<file path="src/logic/pkg_power_services_pkg.sv">
// package holding service codes, field layout and reset values for the
// package power limit services block
// assumes a decoded host request port in the mclk_in domain
`default_nettype none
package pkg_power_services_pkg;
    // service selectors carried on the host request port
    localparam logic [3:0] SVC_LIMIT_LOW     = 4'h0;
    localparam logic [3:0] SVC_LIMIT_HIGH    = 4'h1;
    localparam logic [3:0] SVC_PERF_STATUS   = 4'h2;
    localparam logic [3:0] SVC_PRODUCTIVE    = 4'h3;
    localparam logic [3:0] SVC_NOTIFY        = 4'h4;
    localparam logic [3:0] SVC_REQ_TABLE     = 4'h5;
    localparam logic [3:0] SVC_THERMAL_MARGIN = 4'h6;

    // limit word field layout, lower half
    localparam int LIM1_VAL_MSB  = 14;
    localparam int LIM1_EN_BIT   = 15;
    localparam int LIM1_CLAMP_BIT = 16;
    localparam int WIN1_LSB      = 17;
    localparam int WIN1_MSB      = 23;
    // upper half, positions inside the 64-bit word
    localparam int LIM2_VAL_LSB  = 32;
    localparam int LIM2_VAL_MSB  = 46;
    localparam int LIM2_EN_BIT   = 47;
    localparam int LIM2_CLAMP_BIT = 48;
    localparam int WIN2_LSB      = 49;
    localparam int WIN2_MSB      = 55;
    // writable bits of each half; reserved bits read as zero
    localparam logic [31:0] HALF_WRITE_MASK = 32'h00ff_ffff;

    // reset values
    localparam logic [14:0] TDP_DEFAULT      = 15'h0118;
    localparam logic [7:0]  NOTIFY_RESET     = 8'hff;

    // debug read parameter layout
    localparam int PARAM_BANK_MSB  = 1;
    localparam int PARAM_INDEX_LSB = 2;
    localparam int PARAM_INDEX_MSB = 6;
    localparam int PARAM_AGENT_LSB = 7;
    localparam int PARAM_AGENT_MSB = 10;
    localparam int PARAM_MODE_BIT  = 11;
    localparam int BANK_COUNT      = 3;
    localparam int INDEX_COUNT     = 20;
    localparam int AGENT_COUNT     = 8;

    // first-error identifier settle time
    localparam int CLK_HZ          = 25_000_000;
    localparam int INTERNAL_ERROR_SIGNAL_SETTLE_US  = 1000;
    localparam int INTERNAL_ERROR_SIGNAL_SETTLE_CYC = (CLK_HZ / 1_000_000) * INTERNAL_ERROR_SIGNAL_SETTLE_US;
    localparam int INTERNAL_ERROR_SIGNAL_CNT_W      = 15;

    // answer status
    localparam logic [1:0] ANS_OK      = 2'h0;
    localparam logic [1:0] ANS_INVALID = 2'h1;
endpackage : pkg_power_services_pkg
`default_nettype wire

</file>
<file path="src/logic/package_power_limit_services.sv">
// power control unit side of the package power limit services
// holds the turbo limit word, counters, notify ceiling and debug reads
// assumes a decoded request port from the link logic, one cycle per request
`default_nettype none
module package_power_limit_services
    import pkg_power_services_pkg::*;
(
    // clock and reset
    input  wire logic        mclk_in,
    input  wire logic        rst_n_in,
    // host request port
    input  wire logic        req_valid_in,
    input  wire logic        req_write_in,
    input  wire logic [3:0]  req_service_in,
    input  wire logic [15:0] req_param_in,
    input  wire logic [31:0] req_wdata_in,
    // host answer port
    output logic             ans_valid_out,
    output logic [1:0]       ans_status_out,
    output logic [31:0]      ans_rdata_out,
    // package activity inputs
    input  wire logic [14:0] package_power_in,
    input  wire logic [7:0]  os_pstate_req_in,
    input  wire logic        productive_cycle_in,
    input  wire logic [7:0]  boost_pstate_in,
    input  wire logic [7:0]  limited_pstate_in,
    // debug sources
    input  wire logic [7:0]  agent_enable_in,
    input  wire logic [31:0] table_rdata_in,
    input  wire logic        internal_error_in,
    input  wire logic [3:0]  error_core_in,
    input  wire logic [15:0] thermal_margin_in,
    // debug table address
    output logic [1:0]       table_bank_out,
    output logic [4:0]       table_index_out,
    output logic [2:0]       table_agent_out,
    // power control outputs
    output logic [7:0]       granted_pstate_out,
    output logic             boost_out,
    output logic             limit_active_out
);
    // limit word and control state
    logic [63:0] limit_word_reg;
    logic [63:0] limit_word_next;
    logic [7:0]  notify_reg;
    logic [7:0]  notify_next;
    logic        err_seen_reg;
    logic        err_seen_next;
    logic [3:0]  err_core_reg;
    logic [3:0]  err_core_next;
    logic [INTERNAL_ERROR_SIGNAL_CNT_W-1:0] err_cnt_reg;
    logic [INTERNAL_ERROR_SIGNAL_CNT_W-1:0] err_cnt_next;
    // answer state
    logic        ans_valid_reg;
    logic        ans_valid_next;
    logic [1:0]  ans_status_reg;
    logic [1:0]  ans_status_next;
    logic [31:0] ans_rdata_reg;
    logic [31:0] ans_rdata_next;
    logic [1:0]  bank_reg;
    logic [1:0]  bank_next;
    logic [4:0]  index_reg;
    logic [4:0]  index_next;
    logic [2:0]  agent_reg;
    logic [2:0]  agent_next;
    // control outputs
    logic [7:0]  granted_reg;
    logic [7:0]  granted_next;
    logic        boost_reg;
    logic        boost_next;
    logic        limit_reg;
    logic        limit_next;
    // counters, count enable and limit compares
    logic [31:0] below_time;
    logic [31:0] productive_count;
    logic        below_req;
    logic        over1;
    logic        over2;
    logic        clamp_any;

    assign over1 = limit_word_reg[LIM1_EN_BIT]
                   && (package_power_in > limit_word_reg[LIM1_VAL_MSB:0]);
    assign over2 = limit_word_reg[LIM2_EN_BIT]
                   && (package_power_in > limit_word_reg[LIM2_VAL_MSB:LIM2_VAL_LSB]);
    assign clamp_any = (over1 && limit_word_reg[LIM1_CLAMP_BIT])
                       || (over2 && limit_word_reg[LIM2_CLAMP_BIT]);
    // time spent below the requested state
    assign below_req = (granted_reg < os_pstate_req_in);

    wrap_counter u_below_time (
        .mclk_in   (mclk_in),
        .rst_n_in  (rst_n_in),
        .count_in  (below_req),
        .value_out (below_time)
    );

    wrap_counter u_productive (
        .mclk_in   (mclk_in),
        .rst_n_in  (rst_n_in),
        .count_in  (productive_cycle_in),
        .value_out (productive_count)
    );

    // register writes, first-error capture and read answers
    always_comb
    begin
        limit_word_next = limit_word_reg;
        notify_next     = notify_reg;
        err_seen_next   = err_seen_reg;
        err_core_next   = err_core_reg;
        err_cnt_next    = err_cnt_reg;
        ans_valid_next  = 1'b0;
        ans_status_next = ANS_OK;
        ans_rdata_next  = ans_rdata_reg;
        bank_next       = bank_reg;
        index_next      = index_reg;
        agent_next      = agent_reg;

        // capture first core, then count settle time
        if (internal_error_in && !err_seen_reg)
        begin
            err_seen_next = 1'b1;
            err_core_next = error_core_in;
        end
        if (err_seen_reg && (err_cnt_reg < INTERNAL_ERROR_SIGNAL_CNT_W'(INTERNAL_ERROR_SIGNAL_SETTLE_CYC)))
        begin
            err_cnt_next = err_cnt_reg + INTERNAL_ERROR_SIGNAL_CNT_W'(1);
        end

        if (req_valid_in)
        begin
            ans_valid_next = 1'b1;
            ans_rdata_next = 32'h0000_0000;
            if (req_service_in == SVC_LIMIT_LOW)
            begin
                // first window passes in bits 23:17
                if (req_write_in)
                begin
                    limit_word_next[31:0] = req_wdata_in & HALF_WRITE_MASK;
                end
                ans_rdata_next = limit_word_reg[31:0];
            end
            else if (req_service_in == SVC_LIMIT_HIGH)
            begin
                // second window kept raw in ms
                if (req_write_in)
                begin
                    limit_word_next[63:32] = req_wdata_in & HALF_WRITE_MASK;
                end
                ans_rdata_next = limit_word_reg[63:32];
            end
            else if (req_service_in == SVC_PERF_STATUS && !req_write_in)
            begin
                ans_rdata_next = below_time;
            end
            else if (req_service_in == SVC_PRODUCTIVE && !req_write_in)
            begin
                ans_rdata_next = productive_count;
            end
            else if (req_service_in == SVC_NOTIFY)
            begin
                if (req_write_in)
                begin
                    notify_next = req_wdata_in[7:0];
                end
                ans_rdata_next = {24'h00_0000, notify_reg};
            end
            else if (req_service_in == SVC_REQ_TABLE && !req_write_in)
            begin
                if (req_param_in[PARAM_MODE_BIT])
                begin
                    ans_rdata_next = {23'h00_0000,
                        (err_cnt_reg >= INTERNAL_ERROR_SIGNAL_CNT_W'(INTERNAL_ERROR_SIGNAL_SETTLE_CYC)), 4'h0, err_core_reg};
                end
                else if (req_param_in[PARAM_BANK_MSB:0] < 2'(BANK_COUNT)
                         && req_param_in[PARAM_INDEX_MSB:PARAM_INDEX_LSB] < 5'(INDEX_COUNT))
                begin
                    bank_next  = req_param_in[PARAM_BANK_MSB:0];
                    index_next = req_param_in[PARAM_INDEX_MSB:PARAM_INDEX_LSB];
                    agent_next = req_param_in[PARAM_AGENT_LSB+2:PARAM_AGENT_LSB];
                    if (!req_param_in[PARAM_AGENT_MSB]
                        && agent_enable_in[req_param_in[PARAM_AGENT_LSB+2:PARAM_AGENT_LSB]])
                    begin
                        ans_rdata_next = table_rdata_in;
                    end
                end
                else
                begin
                    ans_status_next = ANS_INVALID;
                end
            end
            else if (req_service_in == SVC_THERMAL_MARGIN && !req_write_in)
            begin
                ans_rdata_next = {{16{thermal_margin_in[15]}}, thermal_margin_in};
            end
            else
            begin
                ans_status_next = ANS_INVALID;
            end
        end
    end

    // performance state grant
    always_comb
    begin
        granted_next = os_pstate_req_in;
        boost_next   = 1'b0;
        limit_next   = over1 || over2;
        if (os_pstate_req_in > notify_reg)
        begin
            boost_next   = 1'b1;
            granted_next = boost_pstate_in;
        end
        if (clamp_any)
        begin
            // no boost while limited, never above the request
            boost_next = 1'b0;
            if (granted_next > os_pstate_req_in)
            begin
                granted_next = os_pstate_req_in;
            end
            if (limited_pstate_in < granted_next)
            begin
                granted_next = limited_pstate_in;
            end
        end
        else if (limit_next)
        begin
            // unclamped limit only removes boost
            boost_next = 1'b0;
            if (granted_next > os_pstate_req_in)
            begin
                granted_next = os_pstate_req_in;
            end
        end
    end

    // state registers
    always_ff @(posedge mclk_in or negedge rst_n_in)
    begin
        if (!rst_n_in)
        begin
            // limits off, first limit at design power
            limit_word_reg <= {49'h0, TDP_DEFAULT};
            notify_reg     <= NOTIFY_RESET;
            err_seen_reg   <= 1'b0;
            err_core_reg   <= 4'h0;
            err_cnt_reg    <= '0;
            ans_valid_reg  <= 1'b0;
            ans_status_reg <= ANS_OK;
            ans_rdata_reg  <= 32'h0000_0000;
            bank_reg       <= 2'h0;
            index_reg      <= 5'h00;
            agent_reg      <= 3'h0;
            granted_reg    <= 8'h00;
            boost_reg      <= 1'b0;
            limit_reg      <= 1'b0;
        end
        else
        begin
            limit_word_reg <= limit_word_next;
            notify_reg     <= notify_next;
            err_seen_reg   <= err_seen_next;
            err_core_reg   <= err_core_next;
            err_cnt_reg    <= err_cnt_next;
            ans_valid_reg  <= ans_valid_next;
            ans_status_reg <= ans_status_next;
            ans_rdata_reg  <= ans_rdata_next;
            bank_reg       <= bank_next;
            index_reg      <= index_next;
            agent_reg      <= agent_next;
            granted_reg    <= granted_next;
            boost_reg      <= boost_next;
            limit_reg      <= limit_next;
        end
    end

    // outputs straight from flops
    assign ans_valid_out      = ans_valid_reg;
    assign ans_status_out     = ans_status_reg;
    assign ans_rdata_out      = ans_rdata_reg;
    assign table_bank_out     = bank_reg;
    assign table_index_out    = index_reg;
    assign table_agent_out    = agent_reg;
    assign granted_pstate_out = granted_reg;
    assign boost_out          = boost_reg;
    assign limit_active_out   = limit_reg;
endmodule : package_power_limit_services
`default_nettype wire

</file>
<file path="src/logic/wrap_counter.sv">
// free running wrapping 32-bit event counter with count enable
// assumes everything in the mclk_in domain
`default_nettype none
module wrap_counter
    import pkg_power_services_pkg::*;
(
    // clock and reset
    input  wire logic        mclk_in,
    input  wire logic        rst_n_in,
    // count control
    input  wire logic        count_in,
    output logic [31:0]      value_out
);
    logic [31:0] value_reg;
    logic [31:0] value_next;

    // add one per enabled cycle, wrap silently
    always_comb
    begin
        value_next = value_reg;
        if (count_in)
        begin
            value_next = value_reg + 32'h0000_0001;
        end
    end

    always_ff @(posedge mclk_in or negedge rst_n_in)
    begin
        if (!rst_n_in)
        begin
            value_reg <= 32'h0000_0000;
        end
        else
        begin
            value_reg <= value_next;
        end
    end

    assign value_out = value_reg;
endmodule : wrap_counter
`default_nettype wire

</file>
<file path="config.mk">
export PLATFORM = sky130hd
export DESIGN_NAME = package_power_limit_services
export DESIGN_NICKNAME = d
export VERILOG_FILES = /design/src/logic/pkg_power_services_pkg.sv /design/src/logic/package_power_limit_services.sv /design/src/logic/wrap_counter.sv
export SDC_FILE = /design/constraint.sdc
export NUM_CORES = 1
export LEC_CHECK = 0
export BUFFER_PORTS_ARGS = -buffer_cell sky130_fd_sc_hd__buf_2
export CORE_UTILIZATION = 34
export CTS_BUF_LIST = sky130_fd_sc_hd__clkbuf_4
export CTS_CLUSTER_DIAMETER = 40
export CTS_CLUSTER_SIZE = 40
export DETAILED_ROUTE_END_ITERATION = 8
export GPL_TIMING_DRIVEN = 0
export PLACE_DENSITY = 0.56
export SYNTH_ARGS = -nofsm -noshare
export SYNTH_HDL_FRONTEND = slang
export SYNTH_SLANG_ARGS = --single-unit
</file>
<file path="constraint.sdc">
create_clock -name mclk_in -period 10.5 [get_ports mclk_in]
set_input_delay 1.05 -clock mclk_in [delete_from_list [all_inputs] [get_ports mclk_in]]
set_output_delay 1.05 -clock mclk_in [all_outputs]
set_load 0.03 [all_outputs]
</file>
Yosys cells after proc, flatten, opt, wreduce, memory -nomap -nowiden

Index checks and enable logic that the tools add are counted.

Bits in registers: 195
Input bits: 157
Output and inout bits: 55
Word-level logic and storage cells: 97

Add/sub/neg operators: 3
$lt $le $gt $ge: 11
Equal/unequal tests: 6
Multiplexer cells: 32
Bitwise operators: 6
Reductions and logical operators: 22

Operators by type and width:

| cell                                                | number |
|---|---|
| two-way mux 32 bit                                  | 10 |
| adder 32 x 1 -> 32 bit (second input constant)      | 2 |
| two-way mux 8 bit                                   | 6 |
| greater-than comparator 15 bit                      | 2 |
| greater-than comparator 8 bit                       | 2 |
| < comparator 8 bit                                  | 2 |
| adder 15 x 1 -> 15 bit (second input constant)      | 1 |
| >= comparator 15 bit (second input constant)        | 1 |
| < comparator 15 bit (second input constant)         | 1 |
| two-way mux 2 bit                                   | 7 |
| == test 4 x 3 -> 1 bit (second input constant)      | 3 |
| logical AND 1 bit                                   | 12 |
| AND reduction 9 bit                                 | 1 |
| == test 4 x 2 -> 1 bit (second input constant)      | 2 |
| two-way mux 1 bit                                   | 8 |
| AND reduction 7 bit                                 | 1 |
| NOT 1 bit                                           | 6 |
| < comparator 5 bit (second input constant)          | 1 |
| == test 4 x 1 -> 1 bit (second input constant)      | 1 |
| logical NOT 4 bit                                   | 1 |
| < comparator 3 x 4 -> 1 bit (second input constant) | 1 |
| AND reduction 4 bit                                 | 1 |
| binary-select mux 1 bit (select 3 bit)              | 1 |
| logical NOT 1 bit                                   | 3 |
| other kinds (3)                                     | 4 |

Longest topological paths before layout

Word-level depth: 12
Mapped depth: 24

Cells and area by module

Synthesis repeated with hierarchy kept, for this count alone.

Cells, all modules: 1039
Area total of the unflattened synthesis: 10896.7 sq um

By module, submodules not included:

| module                       | instances | cells each | area an instance (sq um) |
|---|---|---|---|
| package_power_limit_services | 1         | 788        | 7972.6 |
| wrap_counter at u_productive | 1         | 128        | 1475.2 |
| wrap_counter at u_below_time | 1         | 123        | 1448.9 |

Worst setup path before layout

OpenSTA, ideal clock, no wires.

Path type: input to register
Start point: input os_pstate_req_in[1]
End point: register granted_reg[1] (netlist: granted_pstate_out[1])
Setup time: 0.094 ns
Data arrival time: 5.352 ns
Setup slack: 5.054 ns
Stages on the path: 23
Buffers on the path: 2
Path through: ha_1 > nor2b_1 > o211ai_1 > a21oi_1 > o21a_1 > buf_2 > mux2_2 > ha_1 > nor2b_1 > o211ai_1 > a21oi_1 > o22ai_1 > buf_2 > mux2i_1 > ha_1 > a2111oi_0 > o21ai_0 > o21ai_0 > nand3_1 > nor3b_1 > o31ai_2 > and2b_1 > a211oi_1

Longest elaborated chain between the ends: 8
Elaborated cells on any way between the ends: 9
Those cells by class: 3 x order compare; 6 x mux

RTL lines:

| what                          | RTL line                                                                 | source |
|---|---|---|
| start, declared               | package_power_limit_services.sv:23                                       | `input wire logic [7:0] os_pstate_req_in,` |
| greater-than comparator 8 bit | package_power_limit_services.sv:209                                      | `if (os_pstate_req_in > notify_reg)` |
| two-way mux 8 bit             | package_power_limit_services.sv:209                                      |  |
| greater-than comparator 8 bit | package_power_limit_services.sv:218, package_power_limit_services.sv:231 |  |
| two-way mux 8 bit             | package_power_limit_services.sv:218, package_power_limit_services.sv:231 |  |
| two-way mux 8 bit             | package_power_limit_services.sv:214                                      | `if (clamp_any)` |
| < comparator 8 bit            | package_power_limit_services.sv:222                                      | `if (limited_pstate_in < granted_next)` |
| two-way mux 8 bit             | package_power_limit_services.sv:222                                      |  |
| two-way mux 8 bit *           | package_power_limit_services.sv:214                                      |  |
| named net granted_next[1]     | package_power_limit_services.sv:68                                       | `logic [7:0] granted_next;` |
| end signal, assigned          | package_power_limit_services.sv:272                                      | `granted_reg <= granted_next;` |
| end, declared                 | package_power_limit_services.sv:67                                       | `logic [7:0] granted_reg;` |

Mark *: on every way through the listed nets, which the timed path passes. The rest lies on a longest branch. The select of a mux whose other input is x is not followed.
A chain may end at the register's enable or synchronous reset.

Worst setup path in the final report

Start point: register notify_reg[1]
End point: register granted_reg[3] (netlist: granted_pstate_out[3])

Longest elaborated chain between the ends: 8
Elaborated cells on any way between the ends: 9
Those cells by class: 3 x order compare; 6 x mux

RTL lines:

| what                            | RTL line                                                                 | source |
|---|---|---|
| start, declared                 | package_power_limit_services.sv:45                                       | `logic [7:0] notify_reg;` |
| start signal, assigned          | package_power_limit_services.sv:262                                      | `notify_reg <= notify_next;` |
| greater-than comparator 8 bit * | package_power_limit_services.sv:209                                      |  |
| two-way mux 8 bit *             | package_power_limit_services.sv:209                                      |  |
| greater-than comparator 8 bit   | package_power_limit_services.sv:218, package_power_limit_services.sv:231 |  |
| two-way mux 8 bit               | package_power_limit_services.sv:218, package_power_limit_services.sv:231 |  |
| two-way mux 8 bit               | package_power_limit_services.sv:214                                      |  |
| < comparator 8 bit              | package_power_limit_services.sv:222                                      |  |
| two-way mux 8 bit               | package_power_limit_services.sv:222                                      |  |
| two-way mux 8 bit *             | package_power_limit_services.sv:214                                      |  |
| named net granted_next[3]       | package_power_limit_services.sv:68                                       |  |

Marks and branches as above.

==> impl_results.md <==
- Wire length per cell: 18.8 um
- Vias in the first global route: 9128
- Vias per Instance: 5.29
- CTS tree: yes
- Max reg flops: 48
- Synth top area share: 0.423
- Initial core utilization: 0.350
- CP Cell Sequence: inv_1, ha_1, nor2b_1, o211ai_1, a21oi_1, o21a_1, buf_2, mux2_2, ha_1, nor2b_1, o211ai_1, a21oi_1, o22ai_1, buf_2, mux2i_1, ha_1, a2111oi_0, o21ai_0, o21ai_0, nand3_1, nor3b_1, o31ai_2, and2b_1, a211oi_1
- Total track usage: 0.207
- Final period util: 0.564
- IO Pins: 212
- RSZ-0062 raised after global routing: no
- Commonest cells post-synth: 183 x dfrtp_1, 108 x nand2_1, 101 x nor2_1, 76 x inv_1, 66 x o21ai_0
- F_max: 0.169 GHz
- # port buffers: 195
- Max-slew violations: 0
- Initial antenna violation count: 5
- Grt ovf: 0
- Share of layout cells above drive strength 1: 0.232
- # Max-Cap Violations: 0
- First-pass GRT wire length: 51500 um
- CP dominant cell by count: ha_1
- Placed cells: 1718
- Peak supply drop: 56.8 uV
- CP max FO: 10
- Met3 Track Usage GR: 0.0315
- Final WL: 33100 um
- Hold_buf cts: 0
- Area delta synth->final: 16.9%
- Slowest cell on the critical path: dfstp_2
- Worst-Margin Slew: 1.11 ns
- Min Tclk post-route: 5.92 ns
- Post-route DRC: 0
- Core ar.: 31000 um2
- Synth unique cells: 65
- Worst reg2reg path depth: 24
- Fin cells: 1755
- Register bit total from synthesis: 194
- P_leak: 5.95 nW
- Layout Skew: 0.0408 ns
- Crit start category: register
- Asr flop ratio synth: 1.00
- Worst-skew pair later-pin latency: 0.63 ns
- FF-to-FF setup slack: 4.58 ns
- Final #Nets: 1563
- Placed instance area: 12300 um2
- Most common cell in the synthesized netlist: dfrtp_1
- Syn Inst Count: 1126
- Largest net degree at the start of global routing: 115
- Final Cell Area: 12700 um2
- Max clock buf depth: 2
- CP required: 10.98 ns
- Status: complete, no violations
- Post-Syn Area: 10800 um2
- Post-synthesis net count: 1347
- Power, Total: 2.01 mW
- Busiest layer in global routing: met2
- Synth area leader: dfrtp_1
- Clock slew at reported path FFs: 0.18 ns
- Final hold viol count: 0
- Via count: 9290
- RR Endpoint: granted_pstate_out[3]
- Number of flops mapped to enable cells by yosys: 0
- Chip height: 181 um
- Final setup TNS: 0 ns
- GPL Wtd Cong: 0.893
- Finish-stage setup viols: 0
- CTS resizes: 0
- Worst r2r src: notify_reg[1]
- Die footprint: 32600 um2
- Num CTS Buffers: 17
- Yosys warns: 0
- Sequential area share after synthesis: 0.449
- Post-synthesis average cell area: 9.62 um2
- Post-DP HPWL: 25900 um
- Met2 Use GR: 0.329
- Worst min path class: primary input to async pin
- Main flop type after synthesis: dfrtp_1
- Root Driver: clkbuf_4
- Clock sink total: 194
- Crit path largest cell delay: 0.59 ns
- Depth of the CTS H-tree: 4
- Largest cells by area after synthesis: dfrtp_1 42%, ha_1 7.4%, mux2_2 4.6%
- M1 GR Usage: 0.280
- Routed Antenna Nets: 0
- Critical Path Sink Type: register
- Worst hold slack: 0.365 ns
- WP data arrival: 6.40 ns
- Pwr/cell area: 159 nW/um2
- Num rows: 64
- Post-CTS setup buffer count: 0
- Die X: 181 um
- Crit path kind: register to register
- Max_slew headroom: 0.262
- Iter 0 DRT Violations: 644
- Detailed Routing Iterations Pass 1: 6
final cells by class:
| cell class | count | area [um2] |
|---|---|---|
| fillers | 3091 | 18300 |
| multi-input cells | 810 | 5480 |
| flip-flops and latches | 194 | 4870 |
| repair buffers | 197 | 1020 |
| well taps | 396 | 495 |
| inverters | 76 | 285 |
| plain buffers | 46 | 198 |
| clock inverters | 14 | 173 |
| clock buffers | 18 | 135 |
| diodes | 4 | 10.0 |
layout by cell type (no fill, tap or decap), drive strengths merged, types with 5 or more instances in the layout:
master,Yosys,layout
buf,15,212
dfrtp,183,183
nand2,108,108
nor2,101,101
inv,76,83
o21ai,67,67
a21oi,66,66
ha,64,64
xnor2,51,51
clkbuf,31,49
mux2,44,44
nand3,42,42
nand4,26,26
xor2,24,24
o22ai,22,22
nor3,21,21
mux2i,16,16
o221ai,16,16
nand2b,16,16
o21a,12,12
and3,12,12
dfstp,11,11
a2111oi,11,11
a211oi,10,10
nor2b,9,9
a221oi,9,9
a31oi,7,7
a222oi,7,7
and2,5,5
metrics by stage:
| stage | setup slack (ns) | util |
|---|---|---|
| 6_report | 4.58 | 0.409 |
| 5_1_grt | 4.19 | 0.409 |
| 4_1_cts | 4.56 | 0.408 |
| 3_5_place_dp | 4.02 | 0.398 |
| 3_3_place_gp | 4.16 | 0.397 |
| 2_1_floorplan | 5.05 | - |
per-layer routing:
metal	part of all wire	up-vias
met5	0.00024	-
met4	0.033	2
met3	0.042	51
met2	0.46	244
met1	0.46	4560
li1	-	4433
power breakdown:
group | internal (mW) | switching [mW]
clock network | 0.153 | 0.294
registers | 0.872 | 0.110
logic | 0.239 | 0.346
total | 1.26 | 0.750
how the worst max path moves through the flow:
stage	cells after the start	start	to
floorplan	23	os_pstate_req_in[1]	granted_pstate_out[1]
global placement	24	os_pstate_req_in[1]	granted_pstate_out[3]
detailed placement	24	os_pstate_req_in[1]	granted_pstate_out[3]
CTS	24	notify_reg[1]	granted_pstate_out[3]
global route	24	notify_reg[1]	granted_pstate_out[3]
finish	24	notify_reg[1]	granted_pstate_out[3]
kinds of logic after synthesis:
kind of cell,after synthesis,synth area share
buffers and inverters,122,0.0446
other,1,0.000346
AND/OR/NAND/NOR,359,0.157
adder cells (fa/ha/maj),64,0.0739
multiplexers,62,0.0647
XOR/XNOR,75,0.0606
AO/OA/AOI/OAI,249,0.149
flip-flops,194,0.449
critical path: cells and delay by family (launching register included):
| family | cells | cell delay (ns) |
|---|---|---|
| buffers and inverters | 3 | 0.62 |
| AO/OA/AOI/OAI | 11 | 2.02 |
| multiplexers | 2 | 0.69 |
| adder cells (fa/ha/maj) | 3 | 0.86 |
| AND/OR/NAND/NOR | 5 | 0.97 |
| flip-flops | 1 | 0.59 |
(Power assumes the default switching activity.)
